--- config.mk ---
export PLATFORM = sky130hd
export DESIGN_NAME = port_pin_control
export DESIGN_NICKNAME = d
export VERILOG_FILES = /design/src/port_pin_pkg.sv /design/src/pin_sync.sv /design/src/port_pin_control.sv
export SDC_FILE = /design/constraint.sdc
export NUM_CORES = 1
export LEC_CHECK = 0
export BUFFER_PORTS_ARGS = -buffer_cell sky130_fd_sc_hd__buf_4
export CORE_MARGIN = 2
export CORE_UTILIZATION = 50
export CTS_CLUSTER_DIAMETER = 150
export DETAILED_ROUTE_END_ITERATION = 10
export GPL_TIMING_DRIVEN = 0
export HOLD_SLACK_MARGIN = 0.03
export PLACE_DENSITY = 0.74
export SLEW_MARGIN = 30
export SYNTH_ARGS = -nofsm -noshare
export SYNTH_HDL_FRONTEND = slang
export SYNTH_SLANG_ARGS = --single-unit
--- constraint.sdc ---
create_clock -name mclk -period 2 [get_ports mclk]
set_input_delay 0.1 -clock mclk [delete_from_list [all_inputs] [get_ports mclk]]
set_output_delay 0.1 -clock mclk [all_outputs]
set_load 0.005 [all_outputs]
--- src/port_pin_pkg.sv ---
// Shared constants and types for the microcontroller port pin control block.
`default_nettype none
package port_pin_pkg;

  // ----------------------------------------------------------------
  // Port widths
  // ----------------------------------------------------------------
  localparam int FIRST_WIDTH = 8;
  localparam int SECOND_WIDTH = 8;
  localparam int THIRD_WIDTH = 6;
  localparam int PIN_COUNT = FIRST_WIDTH + SECOND_WIDTH + THIRD_WIDTH + 2;

  // ----------------------------------------------------------------
  // Positions of the pins in the synchroniser vector
  // ----------------------------------------------------------------
  localparam int FIRST_POS = 0;
  localparam int SECOND_POS = 8;
  localparam int THIRD_POS = 16;
  localparam int INT_POS = 22;
  localparam int RESET_POS = 23;

  // ----------------------------------------------------------------
  // Third port bits with timer functions
  // ----------------------------------------------------------------
  localparam int CAPTURE_BIT = 0;
  localparam int COMPARE_BIT = 1;

  // ----------------------------------------------------------------
  // Reset values
  // ----------------------------------------------------------------
  localparam logic [7:0] DIRECTION_RESET = 8'h00;
  localparam logic [7:0] VALUE_RESET = 8'h00;
  localparam logic [1:0] TRIGGER_RESET = 2'h0;

  // ----------------------------------------------------------------
  // Timing: reset pin drive after a watchdog trip
  // ----------------------------------------------------------------
  localparam int CLOCK_PERIOD_PS = 4000;
  localparam int RESET_DRIVE_NS = 500;
  localparam int RESET_DRIVE_CYCLES = (RESET_DRIVE_NS * 1000 + CLOCK_PERIOD_PS - 1) / CLOCK_PERIOD_PS;
  localparam int RESET_COUNT_WIDTH = 8;

  // ----------------------------------------------------------------
  // External interrupt trigger modes
  // ----------------------------------------------------------------
  typedef enum logic [1:0] {
    TRIGGER_LOW_LEVEL = 2'h0,
    TRIGGER_RISING = 2'h1,
    TRIGGER_FALLING = 2'h2,
    TRIGGER_BOTH = 2'h3
  } trigger_mode_t;

endpackage : port_pin_pkg
`default_nettype wire

--- src/pin_sync.sv ---
// Three-stage pin synchroniser that accepts a change once stages two and three agree.
`default_nettype none
module pin_sync #(
  parameter int WIDTH = 24,
  parameter logic [WIDTH-1:0] RESET_LEVEL = '1
) (
  input wire logic mclk,
  input wire logic rst,
  input wire logic [WIDTH-1:0] pin,
  output logic [WIDTH-1:0] level
);

  logic [WIDTH-1:0] stage1;
  logic [WIDTH-1:0] stage2;
  logic [WIDTH-1:0] stage3;
  wire [WIDTH-1:0] agree = ~(stage2 ^ stage3);
  wire [WIDTH-1:0] next_level = (agree & stage3) | (~agree & level);

  // ----------------------------------------------------------------
  // Synchroniser chain
  // ----------------------------------------------------------------
  always_ff @(posedge mclk) begin
    if (rst) begin
      stage1 <= RESET_LEVEL;
      stage2 <= RESET_LEVEL;
      stage3 <= RESET_LEVEL;
      level <= RESET_LEVEL;
    end else begin
      stage1 <= pin;
      stage2 <= stage1;
      stage3 <= stage2;
      level <= next_level;
    end
  end

endmodule : pin_sync
`default_nettype wire

--- src/port_pin_control.sv ---
// Pin-level I/O block: three ports, reset pin and external interrupt pin.
//
// Operation
// [RULE1] First port: eight lines, direction and data registers.
// [RULE2] Option selects push-pull or open-drain first port.
// [RULE3] Second port: eight lines, direction and data registers.
// [RULE4] Option: third port lines are falling-edge interrupts.
// [RULE5] Other option: third port lines are pulled-up inputs.
// [RULE6] Option routes third bit0 to capture, no pull-up.
// [RULE7] Option drives third bit1 from compare, no pull-up.
// [RULE8] Low reset pin resets all, never masked; the drive counter clears on rst only.
// [RULE9] Watchdog trip drives the reset pin low.
// [RULE10] External interrupt has four software-selected trigger modes.
// [RULE11] Third port six lines; twenty-two lines in total.
// [RULE12] Direction one drives data; zero reads the pin.
// [RULE13] Third port request is OR of falling edges.
`default_nettype none
module port_pin_control #(
  parameter bit FIRST_OPEN_DRAIN = 1'b0,
  parameter bit THIRD_INTERRUPTS = 1'b1,
  parameter bit CAPTURE_ON_PIN = 1'b1,
  parameter bit COMPARE_ON_PIN = 1'b1,
  parameter int RESET_DRIVE_CYCLES = port_pin_pkg::RESET_DRIVE_CYCLES
) (
  input wire logic mclk,
  input wire logic rst,
  input wire logic [7:0] write_data,
  input wire logic first_direction_write,
  input wire logic first_value_write,
  input wire logic second_direction_write,
  input wire logic second_value_write,
  input wire logic third_direction_write,
  input wire logic third_value_write,
  input wire logic trigger_mode_write,
  input wire logic watchdog_expired,
  input wire logic timer_compare_one,
  input wire logic [7:0] first_pin_in,
  output logic [7:0] first_pin_out,
  output logic [7:0] first_pin_oe,
  input wire logic [7:0] second_pin_in,
  output logic [7:0] second_pin_out,
  output logic [7:0] second_pin_oe,
  input wire logic [5:0] third_pin_in,
  output logic [5:0] third_pin_out,
  output logic [5:0] third_pin_oe,
  output logic [5:0] third_pullup_en,
  input wire logic int_pin_in,
  input wire logic reset_n_pin_in,
  output logic reset_n_pin_out,
  output logic reset_n_pin_oe,
  output logic [7:0] first_port_direction,
  output logic [7:0] first_port_value,
  output logic [7:0] second_port_direction,
  output logic [7:0] second_port_value,
  output logic [5:0] third_port_direction,
  output logic [5:0] third_port_value,
  output logic [1:0] trigger_mode,
  output logic third_port_irq,
  output logic external_irq,
  output logic timer_capture_input,
  output logic controller_reset
);

  // ----------------------------------------------------------------
  // Pin synchronisation
  // ----------------------------------------------------------------
  logic [port_pin_pkg::PIN_COUNT-1:0] pin_level;
  logic [port_pin_pkg::PIN_COUNT-1:0] pin_level_q;

  // Every pin passes the same filter, so all inputs see one common delay.
  pin_sync #(
    .WIDTH(port_pin_pkg::PIN_COUNT),
    .RESET_LEVEL('1)
  ) u_pin_sync (
    .mclk(mclk),
    .rst(rst),
    .pin({reset_n_pin_in, int_pin_in, third_pin_in, second_pin_in, first_pin_in}),
    .level(pin_level)
  );

  wire [7:0] first_level = pin_level[port_pin_pkg::FIRST_POS +: 8];
  wire [7:0] second_level = pin_level[port_pin_pkg::SECOND_POS +: 8];
  wire [5:0] third_level = pin_level[port_pin_pkg::THIRD_POS +: 6];
  wire [5:0] third_level_q = pin_level_q[port_pin_pkg::THIRD_POS +: 6];
  wire int_level = pin_level[port_pin_pkg::INT_POS];
  wire int_level_q = pin_level_q[port_pin_pkg::INT_POS];
  wire reset_level = pin_level[port_pin_pkg::RESET_POS];

  // ----------------------------------------------------------------
  // Reset handling
  // ----------------------------------------------------------------
  // The pin reset wins over everything and is not gated by any setting.
  wire soft_reset = rst | ~reset_level; // [RULE8]

  // The drive counter only listens to rst, so driving the pin low does not cut its own pulse short.
  // A new trip reloads the count, so trips in a row stretch the pulse.
  logic [port_pin_pkg::RESET_COUNT_WIDTH-1:0] drive_count;
  wire driving = drive_count != '0;
  wire [port_pin_pkg::RESET_COUNT_WIDTH-1:0] next_drive_count =
    watchdog_expired ? port_pin_pkg::RESET_COUNT_WIDTH'(RESET_DRIVE_CYCLES) :
    driving ? drive_count - 1'b1 : drive_count; // [RULE9]

  // ----------------------------------------------------------------
  // Helper: read value of a port, data for outputs and pin for inputs
  // ----------------------------------------------------------------
  function automatic logic [7:0] read_mux(input logic [7:0] dir, input logic [7:0] data,
                                          input logic [7:0] pin);
    read_mux = (dir & data) | (~dir & pin); // [RULE12]
  endfunction : read_mux

  // ----------------------------------------------------------------
  // Helper: lines that changed towards the level asked for
  // ----------------------------------------------------------------
  function automatic logic [5:0] edge_lines(input logic [5:0] older, input logic [5:0] newer,
                                            input logic rising);
    edge_lines = rising ? (~older & newer) : (older & ~newer);
  endfunction : edge_lines

  // ----------------------------------------------------------------
  // Software registers
  // ----------------------------------------------------------------
  // A low reset pin clears them just as rst does, and strobes seen meanwhile are lost.
  logic [7:0] first_dir;
  logic [7:0] first_data;
  logic [7:0] second_dir;
  logic [7:0] second_data;
  logic [5:0] third_dir;
  logic [5:0] third_data;
  logic [1:0] trigger;

  // ----------------------------------------------------------------
  // First port registers
  // ----------------------------------------------------------------
  always_ff @(posedge mclk) begin
    if (soft_reset) begin
      first_dir <= port_pin_pkg::DIRECTION_RESET;
      first_data <= port_pin_pkg::VALUE_RESET;
    end else begin
      if (first_direction_write) first_dir <= write_data; // [RULE1]
      if (first_value_write) first_data <= write_data; // [RULE1]
    end
  end

  // ----------------------------------------------------------------
  // Second port registers
  // ----------------------------------------------------------------
  always_ff @(posedge mclk) begin
    if (soft_reset) begin
      second_dir <= port_pin_pkg::DIRECTION_RESET;
      second_data <= port_pin_pkg::VALUE_RESET;
    end else begin
      if (second_direction_write) second_dir <= write_data; // [RULE3]
      if (second_value_write) second_data <= write_data; // [RULE3]
    end
  end

  // ----------------------------------------------------------------
  // Third port registers
  // ----------------------------------------------------------------
  always_ff @(posedge mclk) begin
    if (soft_reset) begin
      third_dir <= port_pin_pkg::DIRECTION_RESET[5:0];
      third_data <= port_pin_pkg::VALUE_RESET[5:0];
    end else begin
      if (third_direction_write) third_dir <= write_data[5:0]; // [RULE11]
      if (third_value_write) third_data <= write_data[5:0]; // [RULE11]
    end
  end

  // ----------------------------------------------------------------
  // Trigger mode register
  // ----------------------------------------------------------------
  always_ff @(posedge mclk) begin
    if (soft_reset) begin
      trigger <= port_pin_pkg::TRIGGER_RESET;
    end else begin
      if (trigger_mode_write) trigger <= write_data[1:0]; // [RULE10]
    end
  end

  // ----------------------------------------------------------------
  // First and second port drivers
  // ----------------------------------------------------------------
  // Open drain only ever enables the driver to pull the line low.
  wire [7:0] next_first_out = FIRST_OPEN_DRAIN ? 8'h00 : first_data; // [RULE2]
  wire [7:0] next_first_oe = FIRST_OPEN_DRAIN ? (first_dir & ~first_data) : first_dir; // [RULE2]
  wire [7:0] next_second_out = second_data; // [RULE3]
  wire [7:0] next_second_oe = second_dir; // [RULE12]

  // ----------------------------------------------------------------
  // Third port drivers and pull-ups
  // ----------------------------------------------------------------
  // A line with a timer function is taken away from the general-purpose logic.
  wire [5:0] timer_lines = {4'h0, COMPARE_ON_PIN, CAPTURE_ON_PIN};
  wire [5:0] gp_dir = third_dir & ~timer_lines;
  wire [5:0] compare_mask = {4'h0, COMPARE_ON_PIN, 1'b0};

  wire [5:0] next_third_out = (third_data & ~compare_mask) |
    ({6{timer_compare_one}} & compare_mask); // [RULE7]
  wire [5:0] next_third_oe = gp_dir | compare_mask; // [RULE7]
  wire [5:0] next_third_pullup = THIRD_INTERRUPTS ? 6'h00 :
    (~gp_dir & ~timer_lines); // [RULE5] [RULE6] [RULE7]
  wire next_capture = CAPTURE_ON_PIN ? third_level[port_pin_pkg::CAPTURE_BIT] : 1'b1; // [RULE6]

  // ----------------------------------------------------------------
  // Interrupt detection
  // ----------------------------------------------------------------
  // Edges come from the filtered level and its copy one cycle older.
  wire [5:0] third_falls = edge_lines(third_level_q, third_level, 1'b0) & ~gp_dir & ~timer_lines; // [RULE4]
  wire next_third_irq = THIRD_INTERRUPTS && (|third_falls); // [RULE13]

  wire [5:0] int_rises = edge_lines({5'h00, int_level_q}, {5'h00, int_level}, 1'b1);
  wire [5:0] int_falls = edge_lines({5'h00, int_level_q}, {5'h00, int_level}, 1'b0);
  wire int_rise = int_rises[0];
  wire int_fall = int_falls[0];
  logic next_external_irq;

  always_comb begin
    case (trigger)
      port_pin_pkg::TRIGGER_LOW_LEVEL: next_external_irq = ~int_level; // [RULE10]
      port_pin_pkg::TRIGGER_RISING: next_external_irq = int_rise; // [RULE10]
      port_pin_pkg::TRIGGER_FALLING: next_external_irq = int_fall; // [RULE10]
      port_pin_pkg::TRIGGER_BOTH: next_external_irq = int_rise | int_fall; // [RULE10]
      default: next_external_irq = 1'b0;
    endcase
  end

  // ----------------------------------------------------------------
  // Read-back values
  // ----------------------------------------------------------------
  wire [7:0] next_first_read = read_mux(first_dir, first_data, first_level); // [RULE1]
  wire [7:0] next_second_read = read_mux(second_dir, second_data, second_level); // [RULE3]
  wire [7:0] third_wide = read_mux({2'h0, gp_dir}, {2'h0, third_data}, {2'h0, third_level});
  wire [5:0] next_third_read = third_wide[5:0]; // [RULE11]

  // ----------------------------------------------------------------
  // Reset pin drive counter
  // ----------------------------------------------------------------
  always_ff @(posedge mclk) begin
    if (rst) begin
      drive_count <= '0;
    end else begin
      drive_count <= next_drive_count;
    end
  end

  // ----------------------------------------------------------------
  // Output registers
  // ----------------------------------------------------------------
  // Request pulses are dropped while any reset is pending.
  always_ff @(posedge mclk) begin
    if (rst) begin
      pin_level_q <= '1;
      first_pin_out <= 8'h00;
      first_pin_oe <= 8'h00;
      second_pin_out <= 8'h00;
      second_pin_oe <= 8'h00;
      third_pin_out <= 6'h00;
      third_pin_oe <= 6'h00;
      third_pullup_en <= 6'h00;
      reset_n_pin_out <= 1'b0;
      reset_n_pin_oe <= 1'b0;
      first_port_value <= 8'h00;
      second_port_value <= 8'h00;
      third_port_value <= 6'h00;
      third_port_irq <= 1'b0;
      external_irq <= 1'b0;
      timer_capture_input <= 1'b1;
      controller_reset <= 1'b1;
    end else begin
      pin_level_q <= pin_level;
      first_pin_out <= next_first_out;
      first_pin_oe <= next_first_oe;
      second_pin_out <= next_second_out;
      second_pin_oe <= next_second_oe;
      third_pin_out <= next_third_out;
      third_pin_oe <= next_third_oe;
      third_pullup_en <= next_third_pullup;
      reset_n_pin_out <= 1'b0;
      reset_n_pin_oe <= driving; // [RULE9]
      first_port_value <= next_first_read;
      second_port_value <= next_second_read;
      third_port_value <= next_third_read;
      third_port_irq <= next_third_irq & ~soft_reset;
      external_irq <= next_external_irq & ~soft_reset;
      timer_capture_input <= next_capture;
      controller_reset <= soft_reset; // [RULE8]
    end
  end

  // ----------------------------------------------------------------
  // Register mirrors
  // ----------------------------------------------------------------
  always_ff @(posedge mclk) begin
    if (rst) begin
      first_port_direction <= port_pin_pkg::DIRECTION_RESET;
      second_port_direction <= port_pin_pkg::DIRECTION_RESET;
      third_port_direction <= port_pin_pkg::DIRECTION_RESET[5:0];
      trigger_mode <= port_pin_pkg::TRIGGER_RESET;
    end else begin
      first_port_direction <= first_dir;
      second_port_direction <= second_dir;
      third_port_direction <= third_dir;
      trigger_mode <= trigger;
    end
  end

endmodule : port_pin_control
`default_nettype wire

* After elaboration in Yosys (flattened, before gate mapping)
Cells that the tools add are included.
Word-level totals: register bits 252, output and inout bits 102
Operators by class: reduce and logical (&&, ||, !) cells 5, $add $sub $neg 1, eq/ne operators 3, bitwise operators 34, mux-type cells 4
Operators by type and width (count):
- 24-bit bitwise AND | 2
- 24-bit inverter | 2
- 8-bit bitwise AND | 4
- 6-bit bitwise AND | 4
- 24-bit OR | 1
- 24-bit bitwise XOR | 1
- 6-bit inverter | 3
- 8-bit inverter | 2
- 8-bit OR | 2
- 7-bit two-way mux | 2
- 8-bit nonzero test | 1
- 8-bit by 1-bit subtractor with 8-bit output (second input constant) | 1
- 6-bit by 2-bit OR with 6-bit output | 1
- 6-bit OR | 1
- 1-bit inverter | 5
- 1-bit bitwise AND | 4
- 2-bit equality test (second input constant) | 2
- 1-bit case mux with 4 select lines | 1
- 4-bit OR reduction | 1
- 2-bit by 1-bit equality test with 1-bit output (second input constant) | 1
- 2-bit zero test | 1
- 2-bit two-way mux | 1
- 1-bit OR | 2
- 2-bit nonzero test | 1
- 2-bit OR reduction | 1

* Depth between registers and ports, before layout
Gate-level depths: netlist of run 1.
depth in word-level cells 5, depth in mapped cells 6, mapped depth without buffers 5

* Cells and area by module
From an unflattened synthesis of run 1, not the netlist that was laid out.
Unflattened totals: cells, all modules 673, area total of the unflattened synthesis 7384.6 um^2
Modules (own cells, without submodules):
- port_pin_control | instances 1, area each 4554.4 um^2, cells each 423, seq. area each 2642.5 um^2
- pin_sync | instances 1, area each 2830.2 um^2, cells each 250, seq. area each 1921.8 um^2

* Least setup slack after synthesis of run 1
OpenSTA, ideal clock, no wires.
kind flip-flop to flip-flop, start point register drive_count[0] in the netlist's numbering, end point register drive_count[1] in the netlist's numbering, cell stages (with the launch flop) 7, buffers on the path 1, clock period less this slack 1.694 ns, arrival time 1.591 ns, setup slack 0.306 ns, path through dfxtp_1 -> inv_1 -> ha_1 -> or3b_1 -> buf_2 -> or2_4 -> a2111oi_2
On the way: cells in the longest elaborated chain, start to end 1
Ends and longest elaborated chain:
- start: declaration | line port_pin_control.sv:97 | logic [port_pin_pkg::RESET_COUNT_WIDTH-1:0] drive_count;
- start signal: assignment | line port_pin_control.sv:243 | drive_count <= next_drive_count;
- 8-bit by 1-bit subtractor with 8-bit output or 8-bit nonzero test (tied branches) | line port_pin_control.sv:101, port_pin_control.sv:98
Parallel ways exist; a longest one is shown, timed or not. A chain may end at the register's enable or synchronous reset.

* Worst setup path after layout of run 1
start point register drive_count[0] in the netlist's numbering, end point register drive_count[6] in the netlist's numbering
On the way: cells in the longest elaborated chain, start to end 3
Ends and longest elaborated chain:
- 8-bit by 1-bit subtractor with 8-bit output | line port_pin_control.sv:101 | driving ? drive_count - 1'b1 : drive_count;
- 7-bit two-way mux | line port_pin_control.sv:101
- 7-bit two-way mux | line port_pin_control.sv:100 | watchdog_expired ? port_pin_pkg::RESET_COUNT_WIDTH'(RESET_DRIVE_CYCLES) :
Parallel ways exist; a longest one is shown, timed or not. The select of a mux whose other input is x is not followed.

==> results of run 1 <==
critical path: cells and delay by family (launching register included):
family,cells,cell delay (ps)
and+or+nand+nor,2,800
DFF,1,350
buffers and inverters,2,280
adders and majority gates,1,190
AOI/OAI and AO/OA,1,180
per-layer routing:
| layer | up-vias | track usage, % |
|---|---|---|
| met5 | - | 0 |
| met4 | 0 | 5.49 |
| met3 | 21 | 3.31 |
| met2 | 156 | 33.0 |
| met1 | 2310 | 23.6 |
| li1 | 2542 | - |
worst max path at each step:
stage | end | slack [ps] | depth (start not counted)
2_1_floorplan | drive_count[1] | 310 | 6
3_3_place_gp | second_port_value[4] | 90 | 5
3_5_place_dp | second_port_value[6] | 60 | 5
4_1_cts | drive_count[6] | 140 | 6
5_1_grt | drive_count[6] | 60 | 6
6_report | drive_count[6] | 120 | 6
final cells by class:
type | count | share of cell area [%]
Multi-Input combinational cell | 383 | 24.7
Inverter | 9 | 0.353
Sequential cell | 228 | 47.6
Clock buffer | 30 | 6.91
Buffer | 61 | 3.50
Timing Repair Buffer | 165 | 13.9
Clock inverter | 8 | 0.679
Tap cell | 184 | 2.40
cell usage in the layout, fill, tap and decap left out, types with 2 or more instances in the layout:
cell type and instances:
dfxtp_1 228, or3b_1 2, nand2_1 3, nor2b_1 48
or2_2 77, conb_1 8, buf_4 157, inv_1 9
buf_1 3, nor3_1 3, clkinv_2 7, o21ai_0 26
clkbuf_16 23, nor4_1 2, a22oi_1 2, mux2i_1 65
nor2_1 96, clkbuf_8 6, a211oi_1 3, ha_1 3
a31oi_1 3, dlygate4sd3_1 36, o31ai_1 2, a21oi_1 28
clkbuf_1 30
metrics by stage:
| stage | util [%] | hold WS [ps] | worst slack (ps) |
|---|---|---|---|
| final | 66.7 | 86.5 | 122 |
| after global placement | 59.1 | 285 | 90.3 |
| after global routing | 66.7 | 115 | 59.5 |
| after floorplan | - | 204 | 306 |
| after CTS | 66.7 | 82.4 | 137 |
| after detailed placement | 59.1 | 287 | 62.3 |
synthesized netlist by cell type (2+ instances only):
master    count
dfxtp_1     228
or2_2        77
or3b_1        2
nor3_1        3
o31ai_1       2
clkbuf_1     29
a211oi_1      3
mux2i_1      65
nand2_1       3
nor4_1        2
buf_1         3
buf_4        28
a22oi_1       2
o21ai_0      26
nor2_1       96
inv_1         9
ha_1          3
a21oi_1      28
nor2b_1      48
a31oi_1       3
report_power, final:
group	switching (µW)	internal, µW	total [µW]	leakage [µW]
sequential	119	4750	4860	0.00188
combinational	297	399	697	0.00192
clock	1600	2430	4040	0.000369
logic make-up (layout without fill, tap and decap cells):
| family | Yosys count | after routing |
|---|---|---|
| muxes | 65 | 65 |
| buffers and inverters | 70 | 273 |
| AOI/OAI and AO/OA | 70 | 70 |
| DFF | 228 | 228 |
| and+or+nand+nor | 237 | 237 |
| other | 1 | 8 |
| adders and majority gates | 3 | 3 |
==> run metrics, run 1 <==
status=completed; Ys Warns=0; CP startpoint=drive_count[0]; setup repair bufs after CTS=0; Setup TNS Final=0 ps; post-synthesis mux area share=8.95%; largest family of logic cells by synthesized area=simple AND/OR/NAND/NOR gates; FILL cells=1175; # setup viols final=0; crit path DAT=2290 ps; ys flop type=dfxtp_1; Area contributors post-synth=dfxtp_1, mux2i_1, or2_2; Max Clk Rate=533 MHz; Synth Area in Adders=0.516%; Overflow after GRT=0; row count=44; Hold Crit Depth=3; fin area=9580 µm²; Compound-Gate Fraction of Synth Area=5.46%; Placer Congestion=0.854; synthesized flop and latch total=228; detailed placement HPWL=10600 µm; flop-to-flop setup slack=120 ps; Startpoint Class=register; initial core utilization=50.6%; crit path capture type=register; Slew Viols, Final=0; HP Class=in2reg; area of the multi-input gates=2360 µm²; slowest stage cell, crit path=or4b_1; critical-path cell list=inv_1 > ha_1 > or3b_1 > buf_2 > or4b_1 > a31oi_1; R2R Path Start=drive_count[0]; Crit path largest cell delay=460 ps; IO Pins=145; fin nets=916; number of global-route vias before repair=4887; max_cap viols=0; Hold Path Sink=third_data[0]; clock buffer depth=3; hold buffers post-CTS=36; Vias=5029; cell taking the most area after synthesis=dfxtp_1; Chip Width=125 µm; CTS clock-pin slew for the worst setup and hold paths=60 ps; share of cells above drive strength 1=31.2%; antenna fix cells=0; Worst-Margin Slew=721 ps; Total Power=9600 µW; sequential area share after synthesis=62.8%; Async S/R FF share, synth=0%; post-synth top area share=62.8%; clk sinks=228; XOR/XNOR Fraction of Synth Area=0%; CTS H-tree depth=1; period utilisation layout=93.9%; Iter 0 DRT Violations=222; DR WL met2=7320 µm; Detailed Route WL=14900 µm; Root Buffer Master=clkbuf_16; DRC=0; post_cts resized=0; Peak VDD IR=0.532 mV; Critical Path Fanout Max=9; Avg Vias per Cell=4.71; PwrDens=1000 nW/µm²; IO buf count=129; simple-gate share of the synthesized area=17.2%; Clk Latency, worst-skew pair=490 ps; Num CTS Buffers=22; final clock skew=5.87 ps; Syn Std Cell Area=7270 µm²; area of the core=14400 µm²; DRT met1 WL=6440 µm; max layer used=met4; reg2reg end=drive_count[6]; Reg area=4560 µm²; CTS tree=built; Fin. Hold Viols=0; Post-DRT Antenna Nets=0; area grow syn2layout=31.8%; min-delay src=third_value_write; RSZ-0062 raised after global routing=no; Rel. slew slack=51.5%; post-synthesis cell count=674; critical path class=reg2reg; DIE AREA=15500 µm²; Final Non-Filler Cells=1068; Avg Inst Size Synth=10.8 µm²; DR WL met3=898 µm; DR WL/cell=13.9 µm; Post-Place Cells=994; Worst EP required=2410 ps; die height=125 µm; Post-synth EDFFs=0; Static Leak=0.00417 µW; Pre-Repair DR Iteration Count=4; largest net degree at the start of global routing=15; R2R cell count=6; Distinct cells, synth=34; Total GRT Usage=18.8%; minimum clock period=1880 ps; initial antenna violation count=0; first-pass GRT wire length=24000 µm; placed instance area=8500 µm²
Power figures use the tool's default switching activity.
==> run 2: changes to the inputs <==
--- a/config.mk
+++ b/config.mk
@@ -13,6 +13,7 @@
 export GPL_TIMING_DRIVEN = 0
 export HOLD_SLACK_MARGIN = 0.03
 export PLACE_DENSITY = 0.74
+export RECOVER_POWER = 25
 export SLEW_MARGIN = 30
 export SYNTH_ARGS = -nofsm -noshare
 export SYNTH_HDL_FRONTEND = slang
==> run 2 against run 1 <==
Against the previous run:
- core utilization about the same
- via count up 0.48%
- critical path depth unchanged
- sequential cell count unchanged
- sequential share of layout area about the same
- non-clock buffer count unchanged
- routed wire length about the same
- clock skew about the same
- power about the same
- fmax about the same
- largest cell class unchanged
==> run metrics, run 2 (synthesis results as in run 1) <==
area of the core=14400 µm²; most frequent cells in the layout=dfxtp_1, buf_4, nor2_1; Slew Viols, Final=0; Chip Width=125 µm; setup repair bufs after CTS=0; fin nets=916; DIE AREA=15500 µm²; Fin. Hold Viols=0; die height=125 µm; Placer Congestion=0.854; Critical Path Fanout Max=9; Total Power=9600 µW; CTS H-tree depth=1; Overflow after GRT=0; Detailed Route WL=14900 µm; initial antenna violation count=0; Clk Latency, worst-skew pair=490 ps; Iter 0 DRT Violations=227; # setup viols final=0; largest net degree at the start of global routing=15; Setup TNS Final=0 ps; Root Buffer Master=clkbuf_16; RSZ-0062 raised after global routing=no; HP Class=in2reg; final clock skew=5.79 ps; Startpoint Class=register; R2R Path Start=drive_count[0]; row count=44; cell depth of the worst setup path=6; IO Pins=145; Peak VDD IR=0.532 mV; reg2reg end=drive_count[6]; CTS tree=built; critical-path cell list=inv_1 > ha_1 > or3b_1 > buf_2 > or4b_1 > a31oi_1; max_cap viols=0; share of cells above drive strength 1=31.1%; Worst-Margin Slew=720 ps; clock buffer depth=3; area grow syn2layout=31.8%; detailed placement HPWL=10600 µm; clk sinks=228; Pre-Repair DR Iteration Count=4; initial core utilization=50.6%; Rel. slew slack=51.6%; CTS clock-pin slew for the worst setup and hold paths=60 ps; DR WL/cell=14.0 µm; antenna fix cells=0; Num CTS Buffers=22; delay-heaviest family, CP=simple AND/OR/NAND/NOR gates; period utilisation layout=93.8%; flop-to-flop setup slack=120 ps; Vias=5053; minimum clock period=1880 ps; Reg area=4560 µm²; IO buf count=129; Avg Vias per Cell=4.73; Hold Path Sink=third_data[0]; DRC=0; crit path capture type=register; status=completed; Post-DRT Antenna Nets=0; critical path class=reg2reg; Worst EP required=2410 ps; Max Clk Rate=533 MHz; Hold Crit Depth=3; min-delay src=third_value_write; Buf/Inv on CP=2; PwrDens=1000 nW/µm²; Static Leak=0.00417 µW; area of the multi-input gates=2360 µm²; number of global-route vias before repair=4887; first-pass GRT wire length=24000 µm; post_cts resized=0; FILL cells=1177; Total GRT Usage=18.8%; crit path DAT=2290 ps; most common cell after layout, fill and taps aside=dfxtp_1; R2R cell count=6; Crit path largest cell delay=460 ps; slowest stage cell, crit path=or4b_1
==> run 2: cell types whose count changed in the layout (fill, tap and decap cells not counted) <==
cell,previous run,this run
buf_4,157,156
clkbuf_1,30,31
==> run 2: tightest hold or removal path, stage by stage <==
cell and delay, ps:
clkbuf_1 200, mux2i_1 170, nor2_1 70
==> run 2: where the power goes <==
| group | internal, µW | total [µW] | switching, µW | leakage, µW |
|---|---|---|---|---|
| registers | 4750 | 4860 | 119 | 0.00188 |
| logic | 398 | 696 | 297 | 0.00192 |
| clock network | 2430 | 4040 | 1610 | 0.000369 |
==> run 2: how the worst max path moves through the flow <==
stage / from / to / slack (ps)
2_1_floorplan: drive_count[0] / drive_count[1] / 310
3_3_place_gp: rst / second_port_value[4] / 90
3_5_place_dp: rst / second_port_value[6] / 60
4_1_cts: drive_count[0] / drive_count[6] / 140
5_1_grt: drive_count[0] / drive_count[6] / 60
6_report: drive_count[0] / drive_count[6] / 120
==> run 2: what timing repair did <==
action / in CTS / in global routing
hold endpoints to repair: 71 / 0
hold buffers: 36 / 0
setup endpoints to repair: 0 / 0
==> run 2: routing by layer <==
metal	track usage [%]	share of wire (%)	vias up
met1	23.6	43	2336
met5	0	0	-
li1	-	-	2544
met3	3.31	5.7	21
met2	33.0	49	152
met4	5.49	1.7	0
==> run 2: final cells by class <==
class	count	share of cell area (%)
Tap cell	184	2.40
Clock buffer	30	6.91
Timing Repair Buffer	165	13.8
Buffer	61	3.50
Inverter	9	0.353
Sequential cell	228	47.6
Clock inverter	8	0.679
Multi-Input combinational cell	383	24.7
==> run 2: per-stage QoR <==
stage | instances | util [%] | setup slack (ps) | hold slack [ps] | cell area [µm²]
2_1_floorplan | 681 | - | 306 | 204 | 7300
3_3_place_gp | 994 | 59.1 | 90.3 | 285 | 8500
3_5_place_dp | 994 | 59.1 | 62.3 | 287 | 8500
4_1_cts | 1068 | 66.7 | 137 | 82.4 | 9580
5_1_grt | 1068 | 66.7 | 59.5 | 115 | 9580
6_report | 1068 | 66.7 | 124 | 86.9 | 9580
